==> src/core/rrse_pkg.sv <==
// Purpose: Shared constants and types for the return/rotate/subtract executor
// Assumes: One 40 MHz core clock, one instruction per cycle at most
// Notes:   Register offsets index the plain register port
package rrse_pkg;

    localparam int          CLK_PERIOD_NS = 25;
    localparam int          RET_CYCLES    = 2;

    // Register port map
    localparam int          REG_ADDR_W    = 3;
    localparam logic [2:0]  REG_CTRL      = 3'h0;
    localparam logic [2:0]  REG_FLAGS     = 3'h1;
    localparam logic [2:0]  REG_WREG      = 3'h2;
    localparam logic [2:0]  REG_PC_LO     = 3'h3;
    localparam logic [2:0]  REG_PC_HI     = 3'h4;
    localparam logic [2:0]  REG_LEVEL     = 3'h5;

    // Field positions
    localparam int          CTRL_EN_BIT   = 0;
    localparam int          FLAG_C_BIT    = 0;
    localparam int          FLAG_DC_BIT   = 1;
    localparam int          FLAG_Z_BIT    = 2;
    localparam int          FLAG_GIE_BIT  = 3;

    // Values after reset
    localparam logic [7:0]  CTRL_RST      = 8'h01;
    localparam logic [7:0]  WREG_RST      = 8'h00;
    localparam logic [3:0]  FLAGS_RST     = 4'h0;
    localparam logic [9:0]  PC_RST        = 10'h000;
    localparam logic [7:0]  RDATA_RST     = 8'h00;

    // File target select
    localparam logic        DEST_WREG     = 1'b0;
    localparam logic        DEST_FILE     = 1'b1;

    typedef enum logic [2:0] {
        OP_NONE,
        OP_IRQ_RET,
        OP_SUB_RET,
        OP_ROT_L,
        OP_ROT_R,
        OP_REG_SBC,
        OP_IMM_SBC,
        OP_AUX_RD
    } rrse_op_t;

    typedef struct packed {
        rrse_op_t    op;
        logic [5:0]  file_addr;
        logic        to_file;
        logic [7:0]  imm;
        logic [3:0]  aux_idx;
    } rrse_instr_t;

    typedef struct packed {
        logic [2:0]  addr;
        logic [7:0]  wdata;
        logic        wr;
        logic        rd;
    } rrse_bus_req_t;

    typedef struct packed {
        logic [7:0]  data;
        logic        carry;
        logic        half;
        logic        zero;
    } rrse_alu_res_t;

endpackage

==> src/core/rrse_alu.sv <==
// Purpose: Rotate-through-carry and subtract-with-borrow datapath
// Assumes: Purely combinational, operands valid in the same cycle
// Notes:   Subtraction is an add of the inverted working register
`timescale 1ns/1ps
module rrse_alu
    import rrse_pkg::*;
(
    input  wire rrse_op_t      op_i,
    input  wire logic [7:0]    operand_i,
    input  wire logic [7:0]    wreg_i,
    input  wire logic          carry_i,
    output rrse_alu_res_t      res_o
);

    logic [8:0] sum;
    logic [4:0] low_sum;

    always_comb begin
        sum     = {1'b0, operand_i} + {1'b0, ~wreg_i} + {8'h00, carry_i}; // RULE7 RULE9
        low_sum = {1'b0, operand_i[3:0]} + {1'b0, ~wreg_i[3:0]} + {4'h0, carry_i};
        res_o   = '0;
        case (op_i)
            OP_ROT_L: begin
                res_o.data  = {operand_i[6:0], carry_i}; // RULE4
                res_o.carry = operand_i[7]; // RULE4
            end
            OP_ROT_R: begin
                res_o.data  = {carry_i, operand_i[7:1]}; // RULE5
                res_o.carry = operand_i[0]; // RULE5
            end
            OP_REG_SBC, OP_IMM_SBC: begin
                res_o.data  = sum[7:0];
                // Carry out of the add means no borrow
                res_o.carry = sum[8]; // RULE8
                res_o.half  = low_sum[4]; // RULE7
                res_o.zero  = (sum[7:0] == 8'h00); // RULE8
            end
            default: begin
                res_o = '0;
            end
        endcase
    end

endmodule

==> src/core/rrse_exec.sv <==
// Purpose: Executes returns, rotates, subtract-with-borrow and aux-page reads
// Assumes: Decoded instructions and file data come from logic on CORE_CLK_I
// Notes:   File and aux reads are same-cycle; file write-back lands one cycle later
//
// Functional notes
// RULE1: Interrupt return pops PC, sets permit, two cycles
// RULE2: Subroutine return pops PC, flags untouched, two cycles
// RULE3: Both returns drop stack level by one; a return on an empty stack leaves the level at zero here
// RULE4: Rotate left: carry in bit0, bit7 out
// RULE5: Rotate right: carry in bit7, bit0 out
// RULE6: Target bit picks working or file register
// RULE7: Register subtract adds inverted working plus carry
// RULE8: Carry means no borrow; zero on null result
// RULE9: Immediate subtract always writes working register
// RULE10: Aux read copies indexed register, flags kept
// RULE11: Rotates change only the carry flag
// RULE12: Return flushes the instruction fetched after it
//
// Chosen here: the plain strobed port and the register offsets.
`timescale 1ns/1ps
module rrse_exec
    import rrse_pkg::*;
#(
    parameter int STACK_DEPTH = 8
) (
    input  wire logic           CORE_CLK_I,
    input  wire logic           RST_N_I,
    input  wire rrse_bus_req_t  REG_REQ_I,
    output logic [7:0]          REG_RDATA_O,
    input  wire logic           INSTR_VALID_I,
    input  wire rrse_instr_t    INSTR_I,
    output logic                INSTR_READY_O,
    input  wire logic           PUSH_I,
    input  wire logic [9:0]     PUSH_ADDR_I,
    output logic [5:0]          FILE_ADDR_O,
    input  wire logic [7:0]     FILE_RDATA_I,
    output logic                FILE_WE_O,
    output logic [5:0]          FILE_WADDR_O,
    output logic [7:0]          FILE_WDATA_O,
    output logic [3:0]          AUX_IDX_O,
    input  wire logic [7:0]     AUX_RDATA_I,
    output logic [9:0]          PC_O,
    output logic                FLUSH_O,
    output logic [7:0]          WREG_O,
    output logic [3:0]          FLAGS_O
);

    localparam int LVL_W = $clog2(STACK_DEPTH + 1);
    localparam int IDX_W = (STACK_DEPTH > 1) ? $clog2(STACK_DEPTH) : 1;

    typedef enum logic {
        ST_EXEC,
        ST_FLUSH
    } rrse_state_t;

    function automatic logic is_return(input rrse_op_t op);
        return (op == OP_IRQ_RET) || (op == OP_SUB_RET);
    endfunction

    // Rotates and register subtract may send their result back to the file
    function automatic logic writes_file(input rrse_instr_t ins);
        return ((ins.op == OP_ROT_L) || (ins.op == OP_ROT_R) || (ins.op == OP_REG_SBC))
            && (ins.to_file == DEST_FILE);
    endfunction

    // Architectural state
    rrse_state_t  state_ff;
    rrse_state_t  nxt_state;
    logic [7:0]   ctrl_ff;
    logic [7:0]   nxt_ctrl;
    logic [7:0]   wreg_ff;
    logic [7:0]   nxt_wreg;
    logic [3:0]   flags_ff;
    logic [3:0]   nxt_flags;
    logic [9:0]   pc_ff;
    logic [9:0]   nxt_pc;
    logic [7:0]   rdata_ff;
    logic [7:0]   nxt_rdata;
    logic         fwe_ff;
    logic         nxt_fwe;
    logic [5:0]   fwaddr_ff;
    logic [5:0]   nxt_fwaddr;
    logic [7:0]   fwdata_ff;
    logic [7:0]   nxt_fwdata;

    // Return stack
    logic [9:0]       stack_ff [STACK_DEPTH];
    logic [9:0]       nxt_stack [STACK_DEPTH];
    logic [LVL_W-1:0] level_ff;
    logic [LVL_W-1:0] nxt_level;
    logic [IDX_W-1:0] top_idx;
    logic [IDX_W-1:0] push_idx;

    logic             take;
    logic             pop;
    logic [7:0]       operand;
    rrse_alu_res_t    alu_res;

    assign INSTR_READY_O = ctrl_ff[CTRL_EN_BIT] && (state_ff == ST_EXEC);
    assign take          = INSTR_VALID_I && INSTR_READY_O;
    assign pop           = take && is_return(INSTR_I.op);
    assign FILE_ADDR_O   = INSTR_I.file_addr;
    assign AUX_IDX_O     = INSTR_I.aux_idx;
    assign operand       = (INSTR_I.op == OP_IMM_SBC) ? INSTR_I.imm : FILE_RDATA_I;
    assign top_idx       = IDX_W'(level_ff - LVL_W'(1));
    assign push_idx      = IDX_W'(level_ff);

    assign REG_RDATA_O   = rdata_ff;
    assign FILE_WE_O     = fwe_ff;
    assign FILE_WADDR_O  = fwaddr_ff;
    assign FILE_WDATA_O  = fwdata_ff;
    assign PC_O          = pc_ff;
    // The slot after a return holds a stale fetch
    assign FLUSH_O       = (state_ff == ST_FLUSH); // RULE12
    assign WREG_O        = wreg_ff;
    assign FLAGS_O       = flags_ff;

    rrse_alu u_alu (
        .op_i      (INSTR_I.op),
        .operand_i (operand),
        .wreg_i    (wreg_ff),
        .carry_i   (flags_ff[FLAG_C_BIT]),
        .res_o     (alu_res)
    );

    // Execution and software register writes
    always_comb begin
        nxt_state  = state_ff;
        nxt_ctrl   = ctrl_ff;
        nxt_wreg   = wreg_ff;
        nxt_flags  = flags_ff;
        nxt_pc     = pc_ff;

        // Software writes go first so an executing instruction overrides them
        if (REG_REQ_I.wr) begin
            if (REG_REQ_I.addr == REG_CTRL) begin
                nxt_ctrl = REG_REQ_I.wdata;
            end else if (REG_REQ_I.addr == REG_FLAGS) begin
                nxt_flags = REG_REQ_I.wdata[3:0];
            end else if (REG_REQ_I.addr == REG_WREG) begin
                nxt_wreg = REG_REQ_I.wdata;
            end
        end

        case (state_ff)
            ST_EXEC: begin
                if (take) begin
                    nxt_pc = pc_ff + 10'h001;
                    case (INSTR_I.op)
                        OP_IRQ_RET, OP_SUB_RET: begin
                            nxt_pc    = stack_ff[top_idx]; // RULE1 RULE2
                            if (INSTR_I.op == OP_IRQ_RET) begin
                                nxt_flags[FLAG_GIE_BIT] = 1'b1; // RULE1
                            end
                            nxt_state = ST_FLUSH; // RULE1 RULE2
                        end
                        OP_ROT_L, OP_ROT_R, OP_REG_SBC: begin
                            nxt_flags[FLAG_C_BIT] = alu_res.carry; // RULE11
                            if (INSTR_I.op == OP_REG_SBC) begin
                                nxt_flags[FLAG_DC_BIT] = alu_res.half; // RULE7
                                nxt_flags[FLAG_Z_BIT]  = alu_res.zero; // RULE8
                            end
                            if (!writes_file(INSTR_I)) begin
                                nxt_wreg = alu_res.data; // RULE6
                            end
                        end
                        OP_IMM_SBC: begin
                            nxt_wreg               = alu_res.data; // RULE9
                            nxt_flags[FLAG_C_BIT]  = alu_res.carry; // RULE9
                            nxt_flags[FLAG_DC_BIT] = alu_res.half; // RULE9
                            nxt_flags[FLAG_Z_BIT]  = alu_res.zero; // RULE9
                        end
                        OP_AUX_RD: begin
                            nxt_wreg = AUX_RDATA_I; // RULE10
                        end
                        default: begin
                            nxt_wreg = nxt_wreg;
                        end
                    endcase
                end
            end
            ST_FLUSH: begin
                // Second return cycle: whatever is offered now is discarded
                nxt_state = ST_EXEC; // RULE12
            end
            default: begin
                nxt_state = ST_EXEC;
            end
        endcase

    end

    always_ff @(posedge CORE_CLK_I or negedge RST_N_I) begin
        if (!RST_N_I) begin
            state_ff  <= ST_EXEC;
            ctrl_ff   <= CTRL_RST;
            wreg_ff   <= WREG_RST;
            flags_ff  <= FLAGS_RST;
            pc_ff     <= PC_RST;
        end else begin
            state_ff  <= nxt_state;
            ctrl_ff   <= nxt_ctrl;
            wreg_ff   <= nxt_wreg;
            flags_ff  <= nxt_flags;
            pc_ff     <= nxt_pc;
        end
    end

    // File write-back: the result lands one cycle after the take
    always_comb begin
        nxt_fwe    = 1'b0;
        nxt_fwaddr = fwaddr_ff;
        nxt_fwdata = fwdata_ff;
        if (take && writes_file(INSTR_I)) begin
            nxt_fwe    = 1'b1; // RULE6
            nxt_fwaddr = INSTR_I.file_addr;
            nxt_fwdata = alu_res.data;
        end
    end

    always_ff @(posedge CORE_CLK_I or negedge RST_N_I) begin
        if (!RST_N_I) begin
            fwe_ff    <= 1'b0;
            fwaddr_ff <= 6'h00;
            fwdata_ff <= 8'h00;
        end else begin
            fwe_ff    <= nxt_fwe;
            fwaddr_ff <= nxt_fwaddr;
            fwdata_ff <= nxt_fwdata;
        end
    end

    // Stack: a taken return pops, a call or interrupt entry pushes
    always_comb begin
        nxt_level = level_ff;
        nxt_stack = stack_ff;
        if (pop) begin
            // Popping an empty stack leaves the level at zero
            if (level_ff != '0) begin
                nxt_level = level_ff - LVL_W'(1); // RULE3
            end
        end else if (PUSH_I && (level_ff < LVL_W'(STACK_DEPTH))) begin
            // A push that meets a return is dropped so the pop stays exact
            nxt_stack[push_idx] = PUSH_ADDR_I;
            nxt_level           = level_ff + LVL_W'(1);
        end
    end

    always_ff @(posedge CORE_CLK_I or negedge RST_N_I) begin
        if (!RST_N_I) begin
            level_ff <= '0;
        end else begin
            level_ff <= nxt_level;
        end
    end

    // Entries reset to a known address, so a pop from empty is defined
    genvar g;
    generate
        for (g = 0; g < STACK_DEPTH; g++) begin : g_stack
            always_ff @(posedge CORE_CLK_I or negedge RST_N_I) begin
                if (!RST_N_I) begin
                    stack_ff[g] <= PC_RST;
                end else begin
                    stack_ff[g] <= nxt_stack[g];
                end
            end
        end
    endgenerate

    // Register read port, data one cycle after the strobe
    always_comb begin
        nxt_rdata = RDATA_RST;
        if (REG_REQ_I.rd) begin
            if (REG_REQ_I.addr == REG_CTRL) begin
                nxt_rdata = ctrl_ff;
            end else if (REG_REQ_I.addr == REG_FLAGS) begin
                nxt_rdata = {4'h0, flags_ff};
            end else if (REG_REQ_I.addr == REG_WREG) begin
                nxt_rdata = wreg_ff;
            end else if (REG_REQ_I.addr == REG_PC_LO) begin
                nxt_rdata = pc_ff[7:0];
            end else if (REG_REQ_I.addr == REG_PC_HI) begin
                nxt_rdata = {6'h00, pc_ff[9:8]};
            end else if (REG_REQ_I.addr == REG_LEVEL) begin
                nxt_rdata = 8'(level_ff);
            end
        end
    end

    always_ff @(posedge CORE_CLK_I or negedge RST_N_I) begin
        if (!RST_N_I) begin
            rdata_ff <= RDATA_RST;
        end else begin
            rdata_ff <= nxt_rdata;
        end
    end

endmodule

==> config.mk <==
export PLATFORM = sky130hd
export DESIGN_NAME = rrse_exec
export DESIGN_NICKNAME = d
export VERILOG_FILES = /design/src/core/rrse_pkg.sv /design/src/core/rrse_alu.sv /design/src/core/rrse_exec.sv
export SDC_FILE = /design/constraint.sdc
export NUM_CORES = 1
export LEC_CHECK = 0
export BUFFER_PORTS_ARGS = -buffer_cell sky130_fd_sc_hd__buf_2
export CAP_MARGIN = 15
export CORE_AREA = 5 5 151 95
export CTS_CLUSTER_SIZE = 14
export DETAILED_ROUTE_END_ITERATION = 8
export DIE_AREA = 0 0 156 100
export HOLD_SLACK_MARGIN = 0.06
export PLACE_DENSITY = 0.8
export SLEW_MARGIN = 10
export SYNTH_ARGS = -nofsm -noshare
export SYNTH_HDL_FRONTEND = slang
export SYNTH_SLANG_ARGS = --single-unit
==> constraint.sdc <==
create_clock -name CORE_CLK_I -period 7.5 [get_ports CORE_CLK_I]
set_input_delay 1.5 -clock CORE_CLK_I [delete_from_list [all_inputs] [get_ports CORE_CLK_I]]
set_output_delay 1.5 -clock CORE_CLK_I [all_outputs]
set_load 0.02 [all_outputs]
==> run metrics, run 1 <==
CP arrival about 5 ns; Worst VDD drop around 190 uV; core area around 13000 sq um; CTS Sinks 138; clk slew on worst S/H paths 0.06 ns; met1 Resource Use GR 43.3%; total grt overflow 0; Hold Crit Endpoint FILE_WADDR_O[2]; First-pass DRT Iterations 5; hold_buf cts 0; first-pass GRT wire length roughly 33000 microns; Tmin final ~4.7 ns; Die Area 15600 sq um; final cell count without fillers between 900 and 1000; I/O Buffers 113; Post-Syn Area between 7000 and 8000 sq um; routed length per instance roughly 22 microns; Setup Fix Bufs, Post-CTS 0; outcome finished clean; initial DRC count around 480; FF-to-FF Start level_ff[1]; CP max FO 15; CTS tree done; setup TNS 0 ns; skew final about 0.013 ns; grt met2 use a little under two fifths; initial antenna violation count 0; Syn. warnings 0; Post-Syn Nets approximately 730; Num CTS Buffers 17; Avg Cell Area, Syn about 12 sq um; Netlist cell types 65; Routed WL 20700 microns; r2r setup slk 4.13 ns; DPL Wire Length between 15000 and 20000 microns; Post-synth EDFFs 0; CP Launch Type primary input; DR DRC count 0; Highest Clock Rate 212 MHz; Total Routing Usage GR 27.5%; IO Pins about 120; vias in the first global route roughly 5800; Final Cycle Share ~63%; Yosys reg bits 138; Critical R2R Capture PC_O[1]; post-CTS sizing 0; Root Buffer clkbuf_16; met3 usage slightly above 7%; final-report hold violation count 0; # placed instances 898; Hold WC Path Type reg -> reg; leak pwr slightly above 4 nW; crit end category flop; min-delay src FILE_WADDR_O[2]; CTS HTree Levels 4; ANT nets after route 0; total vias in the final route between 5000 and 6000; Die W 156 microns; fin. max-slew vios 0; Power Dens Cells approximately 410 nW/um^2; CP Class in -> reg; clk_lat worst skew 0.42 ns; slew margin rel. approximately a third; reg2reg path depth 7; Worst-Margin Slew between 0.9 and 1 ns; initial core utilization between 50% and 60%; Seq/Total Area, Yosys 46.1%; Die Y roughly 100 microns; n_diodes 0; RSZ-0062 raised after global routing no; Area growth syn-to-layout 16.6%; Gate Count Post-Synth 649; count of final setup violators 0; GP Congestion ~0.93; clk buf depth 2; share of cells above drive strength 1 37.3%; Via-to-Cell Ratio just over 6; Row Count 32; Worst EP required about 8 ns; final layout net count 826; Async SR Flop Fraction 100%; largest net degree at the start of global routing between 70 and 80; worst hold path depth 2; GRT Max-Usage Layer met1; Main synth FF type dfrtp_1; max-cap violations 0
cell type report:
type	instances	area [sq um]
inverters	20	75.1
fillers	896	3950
clock buffers	19	443
repair buffers	118	609
multi-input cells	453	3760
clock inverters	13	190
well taps	170	213
flip-flops and latches	138	3450
how the worst max path moves through the flow:
stage                      from    endpoint  cells past startpoint
global route        INSTR_I[21]  FLAGS_O[2]                     12
floorplan           INSTR_I[19]   WREG_O[6]                     12
detailed placement  INSTR_I[21]   WREG_O[6]                     12
global placement    INSTR_I[19]   WREG_O[6]                     12
CTS                 INSTR_I[21]  FLAGS_O[2]                     12
finish              INSTR_I[21]  FLAGS_O[2]                     12
registers in the layout, summed over array words and instances (netlist names):
register / cells
FILE_WE_O: 1
stack_ff: 80
FILE_WADDR_O: 6
FLUSH_O: 1
WREG_O: 8
REG_RDATA_O: 8
ctrl_ff: 8
FLAGS_O: 4
PC_O: 10
FILE_WDATA_O: 8
level_ff: 4
cells in the mapped netlist, drive strengths merged (3+ instances only):
cell type	count	share of area, %
dfrtp	137	46
mux2	99	15
nand2	54	2.9
nor2	45	2.4
a21oi	38	2.5
o21ai	28	1.9
buf	24	2.2
mux2i	23	3.1
mux4	20	6.0
inv	18	0.90
clkbuf	14	0.70
nor2b	14	1.3
nand3	12	1.5
ha	11	1.8
nand2b	11	0.92
a31oi	10	0.83
nor3	9	1.2
xnor2	9	1.2
o22ai	8	0.67
a22oi	6	0.60
and2	5	0.42
and3	5	0.42
a22o	4	0.47
a21o	3	0.30
o211ai	3	0.30
per-layer routing:
metal | routed length (microns) | vias up
li1 | - | 2557
met1 | 9840 | 2956
met2 | 8670 | 256
met3 | 2020 | 20
met4 | 195 | 0
met5 | 0 | -
placed cells by master (no fill, tap or decap), types with 3 or more instances in the layout:
cell	netlist	routed
a21o_1	3	3
a21oi_1	38	38
a22o_1	4	4
a22oi_1	6	6
a31oi_1	10	10
and2_1	4	4
and3_1	5	5
buf_2	7	112
buf_4	14	4
bufinv_16	0	4
clkbuf_16	0	17
clkinv_4	0	4
dfrtp_1	137	137
ha_1	11	11
inv_1	18	18
mux2_1	3	3
mux2_2	96	96
mux2i_1	23	23
mux4_2	20	20
nand2_1	52	52
nand2b_1	11	11
nand3_1	8	8
nand3_4	4	4
nor2_1	44	44
nor2b_1	13	13
nor3_1	5	5
nor3_4	4	4
o211ai_1	3	3
o21ai_0	28	28
o22ai_1	8	8
xnor2_1	8	8
critical path: stages:
cell and delay, ns:
buf_2 0.24, nor2b_1 0.51, nand2_1 0.39, mux2i_1 0.22
fa_1 0.42, fa_1 0.42, nor2b_1 0.23, o211ai_1 0.14
a21o_1 0.21, and2_1 0.15, a2111oi_0 0.46, a21o_1 0.18
cells by family (layout without fill, tap and decap cells):
family | count (synthesis) | count (layout) | share of synthesized area [%]
AOI/OAI and AO/OA | 123 | 123 | 10.3
xor gates and xnor gates | 11 | 11 | 1.48
adders and majority gates | 13 | 13 | 2.37
buffers and inverters | 58 | 170 | 3.92
DFF | 138 | 138 | 46.1
muxes | 142 | 142 | 23.9
and+or+nand+nor | 164 | 164 | 12.0
stage by stage:
step | hold WS [ns] | util [%] | power [W] | worst slack, ns | instance area, sq um
after detailed placement | 0.465 | 63.8 | 0.00264 | 2.52 | 8100
after CTS | 0.483 | 68.8 | 0.00355 | 2.93 | 8740
final | 0.481 | 68.9 | 0.00355 | 2.77 | 8740
after global placement | 0.455 | 63.8 | 0.00258 | 2.58 | 8100
after global routing | 0.502 | 68.9 | 0.00374 | 2.55 | 8740
after floorplan | 0.459 | - | 0.00223 | 3.19 | 7500
power breakdown:
part | switching, W | internal, W | total (W)
registers | 0.000235 | 0.00104 | 0.00127
logic | 0.000732 | 0.000653 | 0.00138
clock network | 0.000326 | 0.000568 | 0.000894
Note: power is estimated with default switching activity, not from simulation.
==> run 2: changes to the inputs <==
--- a/config.mk
+++ b/config.mk
@@ -7,12 +7,12 @@
 export LEC_CHECK = 0
 export BUFFER_PORTS_ARGS = -buffer_cell sky130_fd_sc_hd__buf_2
 export CAP_MARGIN = 15
-export CORE_AREA = 5 5 151 95
+export CORE_AREA = 5 5 162 102
 export CTS_CLUSTER_SIZE = 14
 export DETAILED_ROUTE_END_ITERATION = 8
-export DIE_AREA = 0 0 156 100
+export DIE_AREA = 0 0 167 107
 export HOLD_SLACK_MARGIN = 0.06
-export PLACE_DENSITY = 0.8
+export PLACE_DENSITY = 0.73
 export SLEW_MARGIN = 10
 export SYNTH_ARGS = -nofsm -noshare
 export SYNTH_HDL_FRONTEND = slang
==> constraint.sdc (replaced) <==
create_clock -name CORE_CLK_I -period 3.9 [get_ports CORE_CLK_I]
set_input_delay 0.78 -clock CORE_CLK_I [delete_from_list [all_inputs] [get_ports CORE_CLK_I]]
set_output_delay 0.78 -clock CORE_CLK_I [all_outputs]
set_load 0.02 [all_outputs]
==> run metrics, run 2 (synthesis gave the netlist of run 1 again) <==
outcome finished clean; vias in the first global route 5906; PnR worst setup slack about 0.73 ns; slew margin rel. 40.2%; leading cell type in the layout, fill and taps excluded dfrtp_1; max-cap violations 0; final layout net count ~840; n_diodes 0; dpl cell area 8220 sq um; routed length per instance approximately 22 microns; skew final roughly 0.010 ns; FF-to-FF Start level_ff[1]; fin. max-slew vios 0; Final Util roughly three fifths; CP arrival approximately 3.5 ns; core area roughly 15000 sq um; initial antenna violation count 0; Worst-Margin Slew 0.897 ns; Largest Register stack_ff; ANT nets after route 0; CTS HTree Levels 4; Tmin final ~3.2 ns; count of final setup violators 0; Num CTS Buffers 17; reg2reg path depth 8; cell family with most CP delay compound AO/OA/AOI/OAI gates; Total Routing Usage GR between 20 and 25%; CTS tree done; DPL Wire Length between 15000 and 20000 microns; DR DRC count 0; Critical Path Max Stage Delay roughly 0.46 ns; share of cells above drive strength 1 about two fifths; Hold WS 0.458 ns; setup TNS 0 ns; CP Launch Type primary input; clk_lat worst skew ~0.41 ns; crit path buf inv count 1; CP Class in -> reg; initial core utilization 50.2%; Area growth syn-to-layout 17.3%; post-CTS sizing 0; Die W ~170 microns; Worst EP required ~4.3 ns; Root Buffer clkbuf_16; total vias in the final route approximately 5700; First-pass DRT Iterations 7; first-pass GRT wire length roughly 34000 microns; Highest Clock Rate about 320 MHz; largest net degree at the start of global routing 98; Via-to-Cell Ratio just under 6; Die Y 107 microns; max reg flops 80; CTS Sinks around 140; hold_buf cts 0; Worst VDD drop between 400 and 500 uV; critical-path cell list buf_2 -> nor2b_1 -> nand2_1 -> mux2i_1 -> fa_1 -> fa_1 -> nor2b_1 -> o211ai_1 -> a21o_1 -> and2_1 -> a2111oi_0 -> a21o_1; Hold WC Path Type in -> async; Setup Fix Bufs, Post-CTS 0; FILL cells approximately 1200; slowest cell on the critical path a2111oi_0; Levels on crit path 12; clk slew on worst S/H paths 0.06 ns; RSZ-0062 raised after global routing no; CP startpoint INSTR_I[21]; IO Pins about 120; design area 8800 sq um; Routed WL around 22000 microns; GP Congestion between 0.9 and 1; commonest cells after routing, fill and taps aside dfrtp_1, buf_2, mux2_2; Final Cycle Share approximately four fifths; I/O Buffers around 110; Die Area about 18000 sq um; final-report hold violation count 0; clk buf depth 2; Power Dens Cells about 760 nW/um^2; total grt overflow 0; crit end category flop; initial DRC count 493; CP max FO 4; pre-CTS WS 0.411 ns; leak pwr a little over 4 nW; Row Count 35
-- run 2: worst paths after layout --
kind,end,slack [ns]
min in group CORE_CLK_I,FILE_WADDR_O[3],0.47
hold reg to reg,FILE_WADDR_O[3],0.47
hold / removal,stack_ff[61],0.46
setup / recovery,FLAGS_O[2],0.73
max in group asynchronous,ctrl_ff[0],2.49
setup reg to reg,PC_O[1],0.87
-- run 2: metrics by stage --
stage               std cells  power (W)
floorplan                 649    0.00429
global placement          941    0.00502
detailed placement        941    0.00513
CTS                       973    0.00675
global route              973    0.00711
finish                    973    0.00672
-- run 2: worst reg2reg max path: cells and delay by family (launching register included) --
| kind | cells | cell delay, ns |
|---|---|---|
| flops | 1 | 0.66 |
| simple gates | 1 | 0.10 |
| fa+ha+maj | 1 | 0.41 |
| mux | 2 | 0.73 |
| compound gates | 2 | 0.23 |
| buf+inv | 2 | 0.75 |
-- run 2: cell type report --
class                           instances  area [sq um]  area share [%]
Clock buffer                           20           467            5.30
Clock inverter                         12           115            1.31
Inverter                               20          75.1           0.853
Multi-Input combinational cell        453          3760            42.7
Sequential cell                       138          3450            39.3
Tap cell                              203           254            2.89
Timing Repair Buffer                  127           677            7.69
-- run 2: layer usage --
layer  GRT usage (%)  part of all wire, %
met1            37.5                   48
met2            35.5                   43
met3            6.34                  7.6
met4            5.72                 0.92
met5               0                    0
-- run 2: report_power, final --
part | internal [W] | switching [W]
Combinational | 0.00127 | 0.00143
Clock | 0.000934 | 0.000648
Sequential | 0.00200 | 0.000445
==> run 3: changes to the inputs <==
--- a/config.mk
+++ b/config.mk
@@ -7,12 +7,12 @@
 export LEC_CHECK = 0
 export BUFFER_PORTS_ARGS = -buffer_cell sky130_fd_sc_hd__buf_2
 export CAP_MARGIN = 15
-export CORE_AREA = 5 5 162 102
+export CORE_AREA = 5 5 155 97
 export CTS_CLUSTER_SIZE = 14
 export DETAILED_ROUTE_END_ITERATION = 8
-export DIE_AREA = 0 0 167 107
+export DIE_AREA = 0 0 160 102
 export HOLD_SLACK_MARGIN = 0.06
-export PLACE_DENSITY = 0.73
+export PLACE_DENSITY = 0.76
 export SLEW_MARGIN = 10
 export SYNTH_ARGS = -nofsm -noshare
 export SYNTH_HDL_FRONTEND = slang
==> constraint.sdc (replaced) <==
create_clock -name CORE_CLK_I -period 3 [get_ports CORE_CLK_I]
set_input_delay 0.6 -clock CORE_CLK_I [delete_from_list [all_inputs] [get_ports CORE_CLK_I]]
set_output_delay 0.6 -clock CORE_CLK_I [all_outputs]
set_load 0.02 [all_outputs]
==> run metrics, run 3 (synthesis gave the netlist of run 1 again) <==
outcome finished clean; Worst-Margin Slew between 0.7 and 0.8 ns; CP max FO 5; core area 13400 sq um; leak pwr between 4 and 5 nW; dpl cell area between 8000 and 9000 sq um; DPL Wire Length roughly 15000 microns; n_diodes 0; total vias in the final route approximately 5800; grt met2 use a little under two fifths; Area growth syn-to-layout 20.0%; First-pass DRT Iterations 5; setup TNS 0 ns; met3 usage approximately a tenth; share of cells above drive strength 1 between 40% and 50%; Worst EP required 3.29 ns; clk slew on worst S/H paths around 0.060 ns; leading cell type in the layout, fill and taps excluded dfrtp_1; Routed WL between 20000 and 25000 microns; DR DRC count 0; met1 Resource Use GR about 39%; skew final roughly 0.0086 ns; reg2reg path depth 9; Final Cycle Share between 90% and 100%; CTS Sinks 138; ANT nets after route 0; Root Buffer clkbuf_16; largest net degree at the start of global routing 68; Num CTS Buffers 17; final layout net count between 800 and 900; FF-to-FF Start FLAGS_O[0]; Total Routing Usage GR between 20% and 30%; Power Dens Cells roughly 1000 nW/um^2; GP Congestion roughly 1.0; Setup Fix Bufs, Post-CTS 0; CP Class in -> reg; GRT Max-Usage Layer met1; clk_lat worst skew 0.41 ns; slew margin rel. roughly half; clk buf depth 2; I/O Buffers approximately 110; design area 9000 sq um; crit end category flop; CP startpoint INSTR_I[21]; RSZ-0062 raised after global routing no; Hold WS 0.189 ns; CP arrival between 3 and 4 ns; IO Pins ~120; final-report hold violation count 0; PnR worst setup slack ~0.15 ns; Die Area about 16000 sq um; Highest Clock Rate 351 MHz; Die W ~160 microns; CTS tree done; Die Y roughly 100 microns; Largest Register stack_ff; total grt overflow 0; Worst VDD drop between 400 and 500 uV; Via-to-Cell Ratio slightly above 6; fin. max-slew vios 0; routed length per instance 22.0 microns; Row Count 33; max reg flops 80; CTS HTree Levels 4; commonest cells after routing, fill and taps aside dfrtp_1, buf_2, mux2_2; CP Launch Type primary input; Tmin final 2.85 ns; max-cap violations 0; count of final setup violators 0; pre-CTS WS -0.297 ns; Hold WC Path Type in -> async; first-pass GRT wire length ~33000 microns; initial DRC count roughly 610; vias in the first global route approximately 5900; initial antenna violation count 0; initial core utilization a little under three fifths
-- run 3: cell types whose count changed in the layout (fill, tap and decap cells not counted), sizes merged --
cell and delta:
buf +18, bufinv +2, clkbuf +2, clkinv -5
-- run 3: routing by layer --
metal | vias to the layer above | share of wire (%) | routed length, microns
li1 | 2604 | - | -
met1 | 2925 | 46 | 9710
met2 | 280 | 42 | 8950
met3 | 24 | 11 | 2310
met4 | 0 | 0.71 | 150
met5 | - | 0 | 0
-- run 3: what timing repair did --
item	CTS	global route
endpoints found under the setup margin	0	2
gates resized for setup	0	1
hold buffers	0	0
-- run 3: through the flow --
step	instances	total power [W]	utilization [%]
floorplan	649	0.00559	-
global placement	931	0.00657	62.3
detailed placement	931	0.00673	62.3
CTS	962	0.00898	67.0
global route	962	0.00947	67.1
finish	962	0.00900	67.1
-- run 3: final cells by class --
type / instances / area [sq um]
Fill cell: 977 / 4420
Multi-Input combinational cell: 453 / 3800
Sequential cell: 138 / 3450
Timing Repair Buffer: 145 / 825
Clock buffer: 22 / 494
Tap cell: 175 / 219
Clock inverter: 9 / 135
Inverter: 20 / 75.1
-- run 3: critical path, cell delays in order --
cell      delay (ns)
buf_2           0.11
nor2b_4         0.13
nand2_4         0.07
buf_4           0.14
buf_4           0.11
mux2_2          0.33
ha_1            0.37
o211ai_1        0.14
a21oi_2         0.18
nor2_1          0.07
xnor2_1         0.15
a222oi_1        0.46
buf_4           0.20
o21ai_0         0.09
-- run 3: path summary, 6_finish.rpt --
| path | slack (ns) | end |
|---|---|---|
| min | 0.19 | stack_ff[71] |
| max in group asynchronous | 2.01 | ctrl_ff[0] |
| min reg2reg | 0.48 | FILE_WADDR_O[4] |
| max | 0.15 | WREG_O[5] |
| max reg2reg | 0.35 | FLAGS_O[2] |
| min in group CORE_CLK_I | 0.39 | FILE_WADDR_O[4] |
-- run 3: where the power goes --
group          internal [W]  switching, W  leakage (nW)
clock               0.00142      0.000795         0.301
combinational       0.00174       0.00192          2.18
sequential          0.00259      0.000539          1.76
